### src/dcpr_pkg.sv
package dcpr_pkg;
    // Register offsets on the plain register port
    localparam logic [3:0] REG_CTRL_OFS   = 4'h0;
    localparam logic [3:0] REG_STATUS_OFS = 4'h4;
    localparam logic [3:0] REG_COUNT_OFS  = 4'h8;
    // Control field positions and reset values
    localparam int         CTRL_LAT_LSB   = 0;
    localparam int         CTRL_REPL_BIT  = 8;
    localparam logic [4:0] LAT_RST        = 5'h06;
    localparam logic       REPL_RST       = 1'b1;
    // Status field positions
    localparam int         STAT_MODE_BIT  = 0;
    localparam int         STAT_LOC_LSB   = 1;
    localparam int         STAT_BUSY_BIT  = 3;
    // Mode register select codes on the bank address
    localparam logic [2:0] MR_ZERO_SEL    = 3'h0;
    localparam logic [2:0] MR_THREE_SEL   = 3'h3;
    // Mode register zero burst field
    localparam logic [1:0] BL_FIXED8      = 2'h0;
    localparam logic [1:0] BL_OTF         = 2'h1;
    localparam logic [1:0] BL_FIXED4      = 2'h2;
    localparam logic [1:0] MR0_RST        = 2'h0;
    // Pattern for location zero, beat 0 in the least significant bit
    localparam logic [7:0] PATTERN_LOC0   = 8'hAA;
    localparam logic [1:0] LOC_PATTERN    = 2'h0;
    // Burst lengths in beats
    localparam logic [3:0] BEATS_FULL     = 4'h8;
    localparam logic [3:0] BEATS_CHOP     = 4'h4;
    localparam int         DELAY_DEPTH    = 32;
    // Decoded link command
    typedef enum {DCPR_CMD_NONE, DCPR_CMD_MODE, DCPR_CMD_READ, DCPR_CMD_WRITE,
                  DCPR_CMD_OTHER} dcpr_cmd_t;
endpackage

### src/dcpr_pattern_readout.sv
`timescale 1ns/1ns
// How it works
// - Bit 0 carries pattern; others copy or zero
// - Eight-beat reads run beats 0 through 7
// - Chopped reads: A2 picks lower or upper nibble
// - A12 chops only when on-the-fly enabled
// - Bank and other address bits ignored
// - Data starts after additive plus CAS latency
// - Beat 0 is pattern LSB, beat 7 MSB
// - Location zero returns alternating 0,1 pattern
// - Enable cleared: reads and writes go to array
// - Pattern mode redirects all reads to pattern
// - Auto precharge ignored for pattern reads
// - Reset pin honoured in pattern mode
module dcpr_pattern_readout
    import dcpr_pkg::*;
(
    input  wire logic        mclk,
    input  wire logic        sys_rst,
    input  wire logic        ck_pin,
    input  wire logic        reset_n_pin,
    input  wire logic        cs_n_pin,
    input  wire logic        ras_n_pin,
    input  wire logic        cas_n_pin,
    input  wire logic        we_n_pin,
    input  wire logic [2:0]  ba_pin,
    input  wire logic [13:0] addr_pin,
    input  wire logic [3:0]  reg_addr,
    input  wire logic [31:0] reg_wdata,
    input  wire logic        reg_wr,
    input  wire logic        reg_rd,
    output logic      [31:0] reg_rdata,
    output logic      [15:0] dq_out,
    output logic             dq_oe,
    output logic             array_read_pulse,
    output logic             array_write_pulse
);
    // Synchroniser stages for every link pin
    logic [22:0] sync1_ff;
    logic [22:0] sync2_ff;
    logic        ck_prev_ff;
    logic        ck_rise;
    logic        ck_edge;
    logic        rst_link_n;
    logic [13:0] addr_s;
    logic [2:0]  ba_s;
    dcpr_cmd_t   cmd;

    // Control and mode state
    logic [4:0]  lat_ff;
    logic        repl_ff;
    logic        mode_on_ff;
    logic [1:0]  loc_ff;
    logic [1:0]  bl_mode_ff;
    logic [31:0] count_ff;

    // Latency delay line, one slot per link clock cycle
    logic [DELAY_DEPTH-1:0] pend_v_ff;
    logic [DELAY_DEPTH-1:0] pend_chop_ff;
    logic [DELAY_DEPTH-1:0] pend_a2_ff;
    logic [4:0]  tap;
    logic        chop_now;

    // Burst engine
    logic [3:0]  rem_ff;
    logic [2:0]  beat_ff;

    // Two flip-flops before any logic looks at the pins
    always_ff @(posedge mclk) begin
        if (sys_rst) begin
            sync1_ff <= 23'h000000;
            sync2_ff <= 23'h000000;
        end else begin
            sync1_ff <= {ck_pin, reset_n_pin, cs_n_pin, ras_n_pin, cas_n_pin, we_n_pin,
                         ba_pin, addr_pin};
            sync2_ff <= sync1_ff;
        end
    end

    // Edge finder on the sampled link clock
    always_ff @(posedge mclk) begin
        if (sys_rst) begin
            ck_prev_ff <= 1'b0;
        end else begin
            ck_prev_ff <= sync2_ff[22];
        end
    end

    assign ck_rise    = sync2_ff[22] & ~ck_prev_ff;
    assign ck_edge    = sync2_ff[22] ^ ck_prev_ff;
    assign rst_link_n = sync2_ff[21];
    assign ba_s       = sync2_ff[16:14];
    assign addr_s     = sync2_ff[13:0];

    // Command decode, taken on each rising link clock edge
    always_comb begin
        cmd = DCPR_CMD_NONE;
        if (ck_rise && !sync2_ff[20]) begin
            case (sync2_ff[19:17])
                3'h0:    cmd = DCPR_CMD_MODE;
                3'h5:    cmd = DCPR_CMD_READ;
                3'h4:    cmd = DCPR_CMD_WRITE;
                3'h7:    cmd = DCPR_CMD_NONE;
                default: cmd = DCPR_CMD_OTHER;
            endcase
        end
    end

    // Chop decision for a pattern read
    always_comb begin
        case (bl_mode_ff)
            BL_FIXED8: chop_now = 1'b0;
            BL_OTF:    chop_now = ~addr_s[12];
            BL_FIXED4: chop_now = 1'b1;
            default:   chop_now = 1'b0;
        endcase
    end

    // Software control register
    always_ff @(posedge mclk) begin
        if (sys_rst) begin
            lat_ff  <= LAT_RST;
            repl_ff <= REPL_RST;
        end else if (reg_wr && reg_addr == REG_CTRL_OFS) begin
            lat_ff  <= reg_wdata[CTRL_LAT_LSB +: 5];
            repl_ff <= reg_wdata[CTRL_REPL_BIT];
        end
    end

    // Mode registers written by link commands; reset pin clears them
    always_ff @(posedge mclk) begin
        if (sys_rst) begin
            mode_on_ff <= 1'b0;
            loc_ff     <= 2'h0;
            bl_mode_ff <= MR0_RST;
        end else if (!rst_link_n) begin
            mode_on_ff <= 1'b0;
            loc_ff     <= 2'h0;
            bl_mode_ff <= MR0_RST;
        end else if (cmd == DCPR_CMD_MODE && ba_s == MR_THREE_SEL) begin
            mode_on_ff <= addr_s[2];
            loc_ff     <= addr_s[1:0];
        end else if (cmd == DCPR_CMD_MODE && ba_s == MR_ZERO_SEL) begin
            bl_mode_ff <= addr_s[1:0];
        end
    end

    // Normal reads and writes go to the array only outside pattern mode
    always_ff @(posedge mclk) begin
        if (sys_rst) begin
            array_read_pulse  <= 1'b0;
            array_write_pulse <= 1'b0;
        end else begin
            array_read_pulse  <= cmd == DCPR_CMD_READ && !mode_on_ff && rst_link_n;
            array_write_pulse <= cmd == DCPR_CMD_WRITE && !mode_on_ff && rst_link_n;
        end
    end

    // Pattern reads enter the delay line; precharge, bank and column bits other than A2 and A12 unused
    always_ff @(posedge mclk) begin
        if (sys_rst || !rst_link_n) begin
            pend_v_ff    <= '0;
            pend_chop_ff <= '0;
            pend_a2_ff   <= '0;
        end else if (ck_rise) begin
            pend_v_ff    <= {pend_v_ff[DELAY_DEPTH-2:0],
                             cmd == DCPR_CMD_READ && mode_on_ff};
            pend_chop_ff <= {pend_chop_ff[DELAY_DEPTH-2:0], chop_now};
            pend_a2_ff   <= {pend_a2_ff[DELAY_DEPTH-2:0], addr_s[2]};
        end
    end

    // Latency of zero is treated as one cycle
    assign tap = (lat_ff == 5'h00) ? 5'h00 : 5'(lat_ff - 5'h01);

    // Burst engine: one beat per link clock edge after the latency
    always_ff @(posedge mclk) begin
        if (sys_rst || !rst_link_n) begin
            rem_ff  <= 4'h0;
            beat_ff <= 3'h0;
            dq_out  <= 16'h0000;
            dq_oe   <= 1'b0;
        end else if (ck_rise && pend_v_ff[tap]) begin
            // Chop picks a nibble with A2; full burst always from beat 0
            if (pend_chop_ff[tap]) begin
                rem_ff  <= BEATS_CHOP - 4'h1;
                beat_ff <= {pend_a2_ff[tap], 2'h1};
                dq_out  <= lane_word(beat_bit({pend_a2_ff[tap], 2'h0}));
            end else begin
                rem_ff  <= BEATS_FULL - 4'h1;
                beat_ff <= 3'h1;
                dq_out  <= lane_word(beat_bit(3'h0));
            end
            dq_oe <= 1'b1;
        end else if (ck_edge && rem_ff != 4'h0) begin
            rem_ff  <= rem_ff - 4'h1;
            beat_ff <= beat_ff + 3'h1;
            dq_out  <= lane_word(beat_bit(beat_ff));
            dq_oe   <= 1'b1;
        end else if (ck_edge) begin
            dq_oe  <= 1'b0;
            dq_out <= 16'h0000;
        end
    end

    // Pattern bit for a beat; reserved locations return zero
    function automatic logic beat_bit(input logic [2:0] idx);
        beat_bit = (loc_ff == LOC_PATTERN) ? PATTERN_LOC0[idx] : 1'b0;
    endfunction

    // Both lanes carry the bit on bit 0, copied up or zeroed
    function automatic logic [15:0] lane_word(input logic b);
        logic [7:0] lane;
        lane = repl_ff ? {8{b}} : {7'h00, b};
        lane_word = {lane, lane};
    endfunction

    // Count of pattern reads served
    always_ff @(posedge mclk) begin
        if (sys_rst) begin
            count_ff <= 32'h00000000;
        end else if (ck_rise && pend_v_ff[tap] && rst_link_n) begin
            count_ff <= count_ff + 32'h00000001;
        end
    end

    // Register read port, data one cycle after the strobe
    always_ff @(posedge mclk) begin
        if (sys_rst) begin
            reg_rdata <= 32'h00000000;
        end else if (reg_rd) begin
            case (reg_addr)
                REG_CTRL_OFS:   reg_rdata <= {23'h000000, repl_ff, 3'h0, lat_ff};
                REG_STATUS_OFS: reg_rdata <= {28'h0000000, rem_ff != 4'h0 || dq_oe,
                                              loc_ff, mode_on_ff};
                REG_COUNT_OFS:  reg_rdata <= count_ff;
                default:        reg_rdata <= 32'h00000000;
            endcase
        end else begin
            reg_rdata <= 32'h00000000;
        end
    end
endmodule

### config.mk
export PLATFORM = sky130hd
export DESIGN_NAME = dcpr_pattern_readout
export DESIGN_NICKNAME = d
export VERILOG_FILES = /design/src/dcpr_pkg.sv /design/src/dcpr_pattern_readout.sv
export SDC_FILE = /design/constraint.sdc
export NUM_CORES = 1
export LEC_CHECK = 0
export BUFFER_PORTS_ARGS = -buffer_cell sky130_fd_sc_hd__buf_2
export CORE_MARGIN = 1
export CORE_UTILIZATION = 35
export DETAILED_ROUTE_END_ITERATION = 6
export GPL_TIMING_DRIVEN = 0
export PLACE_DENSITY = 0.55
export SETUP_SLACK_MARGIN = 0.02
export SKIP_LAST_GASP = 1
export SLEW_MARGIN = 30
export SYNTH_ARGS = -nofsm -noshare
export SYNTH_HDL_FRONTEND = slang
export SYNTH_SLANG_ARGS = --single-unit
### constraint.sdc
create_clock -name mclk -period 4.1 [get_ports mclk]
set_clock_uncertainty 0.15 [all_clocks]
set_input_delay 0.41 -clock mclk [delete_from_list [all_inputs] [get_ports mclk]]
set_output_delay 0.41 -clock mclk [all_outputs]
set_load 0.05 [all_outputs]
==> out/results.txt, run 1 <==
Status -> finished, final reports clean
Worst Path Required -> 4.28 ns
N_diodes -> 0
Final Hold Vio Count -> 0
Fmax -> 0.258 GHz
Synth warn -> 0
Final Cycle Share -> 0.946
Hold Buf Count CTS -> 0
Final Non-Filler Cells -> 1177
Post-synth top area share -> 0.472
Pwr dens -> 397 nW/µm²
Max-cap violations -> 0
Initial antenna violation count -> 0
Die width -> 148 µm
Crit path max-delay family -> compound AO/OA/AOI/OAI gates
DR DRC count -> 0
Max-slew headroom -> 0.449
Worst Hold Class -> in -> reg
Starting density of the core -> 0.357
Most used standard cell by instance count after synthesis -> dfxtp_1
Fill cells -> 2097
CTS tree -> done
Clock transition at path regs -> 0.08 ns
Layout cells sized above 1 -> 0.178
Layout area overhead -> 18.4%
Maximum clock path buffer count -> 2
#FFs+latches synth -> 177
Syn_area_per_cell -> 9.48 µm²
DRT Pass-1 Iters -> 5
Final setup violation count -> 0
WP data arrival -> 4.05 ns
Min-delay src -> addr_pin[1]
IO Pins -> 114
Clock Sinks -> 177
Root buf cell -> clkbuf_16
Primary FF master, synth -> dfxtp_1
Final HPWL DP -> 13300 µm
Dpl cells -> 1142
Final Max Slew Viols -> 0
Peak supply drop -> 0.283 mV
Layout Nets -> 958
Synth top area cells -> dfxtp_1 (47%), mux2i_1 (11%), nor2_1 (5.0%)
Multiplexer area fraction after synthesis -> 0.123
Async S/R FF share, synth -> 0
CP Buf/Inv Count -> 4
Top cells by instance count after synthesis -> dfxtp_1 (177), nor2_1 (99), mux2i_1 (81), a21oi_1 (43)
Die area -> 22000 µm²
Simple-Gate Fraction of Synth Area -> 0.216
Sequential fraction of the synthesis area -> 0.472
RSZ-0062 raised after global routing -> false
Kind of critical path -> reg -> reg
Startpoint types -> flip-flop
Comb power frac -> 0.037
Area leader, netlist -> dfxtp_1
Sw Share -> 0.245
Sw Pwr -> 0.864 mW
Adder-cell share of the synthesized area -> 0.0113
CP max-delay cell -> o41ai_2
Grt ovf -> 0
DR iter-0 viols -> 256
Largest family of logic cells by synthesized area -> simple AND/OR/NAND/NOR gates
Site row count -> 53
Skew-Pair Late Insertion Delay -> 0.44 ns
Compound-Gate Fraction of Synth Area -> 0.117
Number of synthesized flops with an enable pin -> 0
Register share of total power -> 0.492
Dpl ws -> -0.219 ns
Static Leakage -> 3.21 nW
TritonCTS Buffers -> 17
DR vias/cell -> 5.07
Nature of the critical path endpoint -> flip-flop
Crit-path max FO -> 10
Crit path from -> lat_ff[0]
Synth cell types -> 60
Final worst slack -> 0.223 ns
Die H -> 148 µm
Gr usage total -> 0.176
Final wirelength -> 18700 µm
Mapped Area -> 7510 µm²
Detail Route Antenna Nets -> 0
WL/cell -> 15.9 µm
H-tree levels -> 4
First-pass GRT wire length -> 30300 µm
Post-synth net total -> 861
Slowest cell delay on critical path -> 0.44 ns
Vias in the first global route -> 5689
Port buffer count -> 75
Clock share of power -> 0.471
Core region area -> 21000 µm²
Crit path cell chain -> inv_1, clkbuf_4, ha_1, buf_4, or3b_4, o21ai_2, a221oi_1, o41ai_2, o211ai_2, clkbuf_1, nor4_1, mux2_1
Worst slew pin tran -> 0.823 ns
Internal Power -> 2.67 mW
Synthesized instance count -> 792
Tmin final -> 3.88 ns
Largest net degree at the start of global routing -> 19
Worst flop-to-flop path startpoint -> lat_ff[0]
Routed vias -> 5962
RePlAce Congestion -> 0.783
Synth Area in XOR/XNOR -> 0.00583
[cells in the final DEF, fill, tap and decap left out, drive strengths merged, types with 10 or more instances in the layout]
cell | synthesis | final
nand4 | 14 | 14
nor2 | 99 | 99
nand3 | 16 | 16
nor2b | 34 | 34
nand2 | 32 | 32
inv | 16 | 24
dfxtp | 177 | 177
and3 | 11 | 11
and2 | 34 | 34
clkbuf | 31 | 49
mux2i | 81 | 81
nor4 | 10 | 10
o31ai | 24 | 24
or4 | 25 | 25
o21ai | 10 | 10
buf | 37 | 115
a21oi | 43 | 43
[power groups by stage]
stage	combinational (mW)	clock (mW)	sequential, mW
5_1_grt	0.144	1.77	1.74
6_report	0.132	1.66	1.74
3_3_place_gp	0.132	0	1.78
4_1_cts	0.132	1.70	1.74
2_1_floorplan	0.0865	0	1.78
3_5_place_dp	0.131	0	1.78
[through the flow]
| stage | instance area [µm²] | TNS [ns] | hold WS, ns | utilization | power [mW] |
|---|---|---|---|---|---|
| 3_5_place_dp | 8230 | -2.52 | 0.272 | 0.391 | 1.91 |
| 3_3_place_gp | 8230 | -3.48 | 0.268 | 0.391 | 1.91 |
| 4_1_cts | 8860 | 0 | 0.0152 | 0.422 | 3.56 |
| 2_1_floorplan | 7510 | 0 | 0.264 | - | 1.86 |
| 6_report | 8890 | 0 | 0.0244 | 0.423 | 3.53 |
| 5_1_grt | 8890 | 0 | 0.0247 | 0.423 | 3.65 |
[state kept, by name, summed over array words and instances, names as in the netlist, 2 cells and up, named ones only]
name and flops:
sync2_ff 13, count_ff 32, dq_out 2, bl_mode_ff 2, sync1_ff 13, reg_rdata 32, loc_ff 2, lat_ff 5
pend_chop_ff 32, pend_v_ff 32, rem_ff 4
[timing repair]
item | in CTS | in global routing
resized for setup | 1 | 12
buffers inserted | 3 | 0
hold endpoints to repair | 0 | 0
setup endpoints to repair | 32 | 39
[final timing paths]
| kind | endpoint | slack, ns | cells past startpoint |
|---|---|---|---|
| max | count_ff[18] | 0.22 | 12 |
| max reg2reg | count_ff[18] | 0.22 | 12 |
| min | sync1_ff[1] | 0.02 | 2 |
| min reg2reg | sync2_ff[16] | 0.29 | 1 |
[cell type report]
type	count	area, µm²	share of cell area
Multi-Input combinational cell	530	3570	0.401
Sequential cell	177	3540	0.399
Clock buffer	18	439	0.0494
Timing Repair Buffer	78	410	0.0462
Buffer	68	359	0.0404
Tap cell	275	344	0.0387
Clock inverter	14	163	0.0183
Inverter	17	63.8	0.00718
[per-layer routing]
metal  GRT usage  wire, µm  vias up
met3      0.0390       765       19
met1       0.236      8970     2804
li1            -         -     3025
met4      0.0521       282        0
met2       0.280      8700      114
met5           0         0        -
[cell families (layout without fill, tap and decap cells)]
| logic type | count (synthesis) | in the layout |
|---|---|---|
| fa+ha+maj | 7 | 7 |
| xor+xnor | 5 | 5 |
| simple gates | 304 | 304 |
| flops | 177 | 177 |
| compound gates | 127 | 127 |
| buf+inv | 85 | 195 |
| mux | 87 | 87 |
[worst register-to-register path, stage by stage (launching register included)]
cell and delay (ns):
dfxtp_1 0.31, inv_1 0.25, clkbuf_4 0.30, ha_1 0.17, buf_4 0.15, or3b_4 0.42, o21ai_2 0.20, a221oi_1 0.14
o41ai_2 0.44, o211ai_2 0.25, clkbuf_1 0.28, nor4_1 0.35, mux2_1 0.36
No activity file was read; power rests on OpenSTA's default activity.
==> run 2: changes to the inputs <==
--- a/config.mk
+++ b/config.mk
@@ -5,12 +5,13 @@
 export SDC_FILE = /design/constraint.sdc
 export NUM_CORES = 1
 export LEC_CHECK = 0
+export ABC_AREA = 1
 export BUFFER_PORTS_ARGS = -buffer_cell sky130_fd_sc_hd__buf_2
 export CORE_MARGIN = 1
 export CORE_UTILIZATION = 35
 export DETAILED_ROUTE_END_ITERATION = 6
 export GPL_TIMING_DRIVEN = 0
-export PLACE_DENSITY = 0.55
+export PLACE_DENSITY = 0.54
 export SETUP_SLACK_MARGIN = 0.02
 export SKIP_LAST_GASP = 1
 export SLEW_MARGIN = 30
==> out/results.txt, run 2 <==
Fin area -> 8990 µm²
Total power -> 3.44 mW
WL/cell -> 14.3 µm
Mapped Area -> 7710 µm²
Synth warn -> 0
Slowest cell delay on critical path -> 0.41 ns
Die area -> 22600 µm²
Final core occ -> 0.422
Peak supply drop -> 0.247 mV
Area leader, netlist -> dfxtp_1
Top Layer Used -> met4
TritonCTS Buffers -> 17
DR vias/cell -> 4.80
IO Pins -> 114
Worst slew pin tran -> 0.708 ns
Die H -> 150 µm
Skew-Pair Late Insertion Delay -> 0.43 ns
Final Non-Filler Cells -> 1435
Crit path cell chain -> inv_2, buf_2, ha_1, nand3_4, nand2_1, nor2_2, inv_1, nand3_1, nand2_1, nand2_1, inv_2, nor2_8, nand2_2, buf_4, nand2_1, a21oi_1
DR DRC count -> 0
Vias in the first global route -> 6365
Initial antenna violation count -> 0
Sequential fraction of the synthesis area -> 0.460
Status -> finished, final reports clean
Commonest non-fill, non-tap cell in the layout -> nand2_1
Layout Nets -> 1217
Clock Sinks -> 177
Met1 WL -> 10200 µm
Most used standard cell by instance count after synthesis -> nand2_1
Fill cells -> 2252
Hold Buf Count CTS -> 0
Core region area -> 21300 µm²
Cts repair resizes -> 0
Post CTS Setup Buffer Count -> 0
Top cells by instance count after synthesis -> nand2_1 (246), dfxtp_1 (177), inv_1 (110), a21oi_1 (109), nand3_1 (97)
DR iter-0 viols -> 397
Final worst slack -> 0.973 ns
Synth top area cells -> dfxtp_1 (46%), nand2_1 (12%), a21oi_1 (7.1%)
WP data arrival -> 3.26 ns
Fin Setup TNS -> 0 ns
Crit-path max FO -> 10
CP max-delay cell -> dfxtp_1
Max-cap violations -> 0
Metal2 WL -> 8820 µm
RePlAce Congestion -> 0.898
#FFs+latches synth -> 177
H-tree levels -> 4
Synthesized instance count -> 1053
Grt ovf -> 0
Fmax -> 0.320 GHz
Static Leakage -> 3.50 nW
Final Hold Vio Count -> 0
Die width -> 150 µm
Number of synthesized flops with an enable pin -> 0
First-pass GRT wire length -> 33400 µm
Placed Area -> 8430 µm²
Clock transition at path regs -> 0.07 ns
Routed wl met3 -> 1100 µm
Layout area overhead -> 16.6%
Detail Route Antenna Nets -> 0
N_diodes -> 0
Worst Path Required -> 4.23 ns
Tmin final -> 3.13 ns
Final setup violation count -> 0
Largest net degree at the start of global routing -> 17
Root buf cell -> clkbuf_16
Most frequent cells in the layout -> nand2_1 (246), dfxtp_1 (177), inv_1 (110), a21oi_1 (109), nand3_1 (97)
Primary FF master, synth -> dfxtp_1
Routed vias -> 6885
Crit path top cell by count -> nand2_1
Sequential Area -> 3540 µm²
Dpl ws -> 1.01 ns
Post-synth net total -> 1122
Dpl cells -> 1404
Final HPWL DP -> 15100 µm
CP Buf/Inv Count -> 5
Async S/R FF share, synth -> 0
Final wirelength -> 20500 µm
Kind of critical path -> reg -> reg
Crit path max-delay family -> simple AND/OR/NAND/NOR gates
Synth cell types -> 32
Syn_area_per_cell -> 7.32 µm²
Gr usage total -> 0.192
Post-synth top area share -> 0.460
Final Max Slew Viols -> 0
Multi-input logic area -> 3360 µm²
Startpoint types -> flip-flop
Maximum clock path buffer count -> 2
CTS tree -> done
Starting density of the core -> 0.362
WHS -> 0.0256 ns
DRT Pass-1 Iters -> 5
Final Cycle Share -> 0.763
Max-slew headroom -> 0.526
Layout cells sized above 1 -> 0.131
Nature of the critical path endpoint -> flip-flop
Pwr dens -> 382 nW/µm²
RSZ-0062 raised after global routing -> false
Worst Hold Class -> in -> reg
Site row count -> 53
Port buffer count -> 76
## run 2: changes by cell type in the layout (fill, tap and decap cells not counted), moves of 32 or more
cell / before / now
nand2_1: 32 / 246
inv_1: 16 / 110
mux2i_1: 81 / 0
nand3_1: 16 / 97
a21oi_1: 43 / 109
and2_1: 34 / 0
nor2b_1: 34 / 0
o21ai_0: 8 / 40
## run 2: cells by family after synthesis
kind of cell | synth area share
compound gates | 0.114
xor+xnor | 0.0375
fa+ha+maj | 0.00974
buf+inv | 0.104
flops | 0.460
simple gates | 0.275
## run 2: final timing paths
check / startpoint / to / slack [ns] / cells past startpoint
setup / recovery: lat_ff[0] / count_ff[30] / 0.97 / 16
hold / removal: cs_n_pin / sync1_ff[20] / 0.03 / 3
setup reg to reg: lat_ff[0] / count_ff[30] / 0.97 / 16
hold reg to reg: sync1_ff[16] / sync2_ff[16] / 0.25 / 2
## run 2: worst reg2reg max path: stages, from the launching register on
cell and delay (ns):
dfxtp_1 0.41, inv_2 0.14, buf_2 0.22, ha_1 0.29, nand3_4 0.17, nand2_1 0.08, nor2_2 0.30, inv_1 0.20
nand3_1 0.12, nand2_1 0.11, nand2_1 0.13, inv_2 0.07, nor2_8 0.18, nand2_2 0.10, buf_4 0.19, nand2_1 0.07
a21oi_1 0.05
## run 2: report_power, final
| part | leakage, nW | internal (mW) | switching [mW] |
|---|---|---|---|
| combinational | 1.80 | 0.0409 | 0.102 |
| clock | 0.264 | 0.855 | 0.698 |
| sequential | 1.43 | 1.73 | 0.00665 |
## run 2: metal layers
layer	up-vias	GRT usage
met3	28	0.0309
li1	3570	-
met4	0	0.0692
met2	188	0.292
met1	3099	0.273
met5	-	0
## run 2: final cells by class
cell class | count | area share
inverter | 114 | 0.0476
clock buffer | 20 | 0.0497
sequential | 177 | 0.394
multi-input combinational | 696 | 0.374
tap | 275 | 0.0383
timing repair buffer | 76 | 0.0423
clock inverter | 11 | 0.0121
buffer | 66 | 0.0416
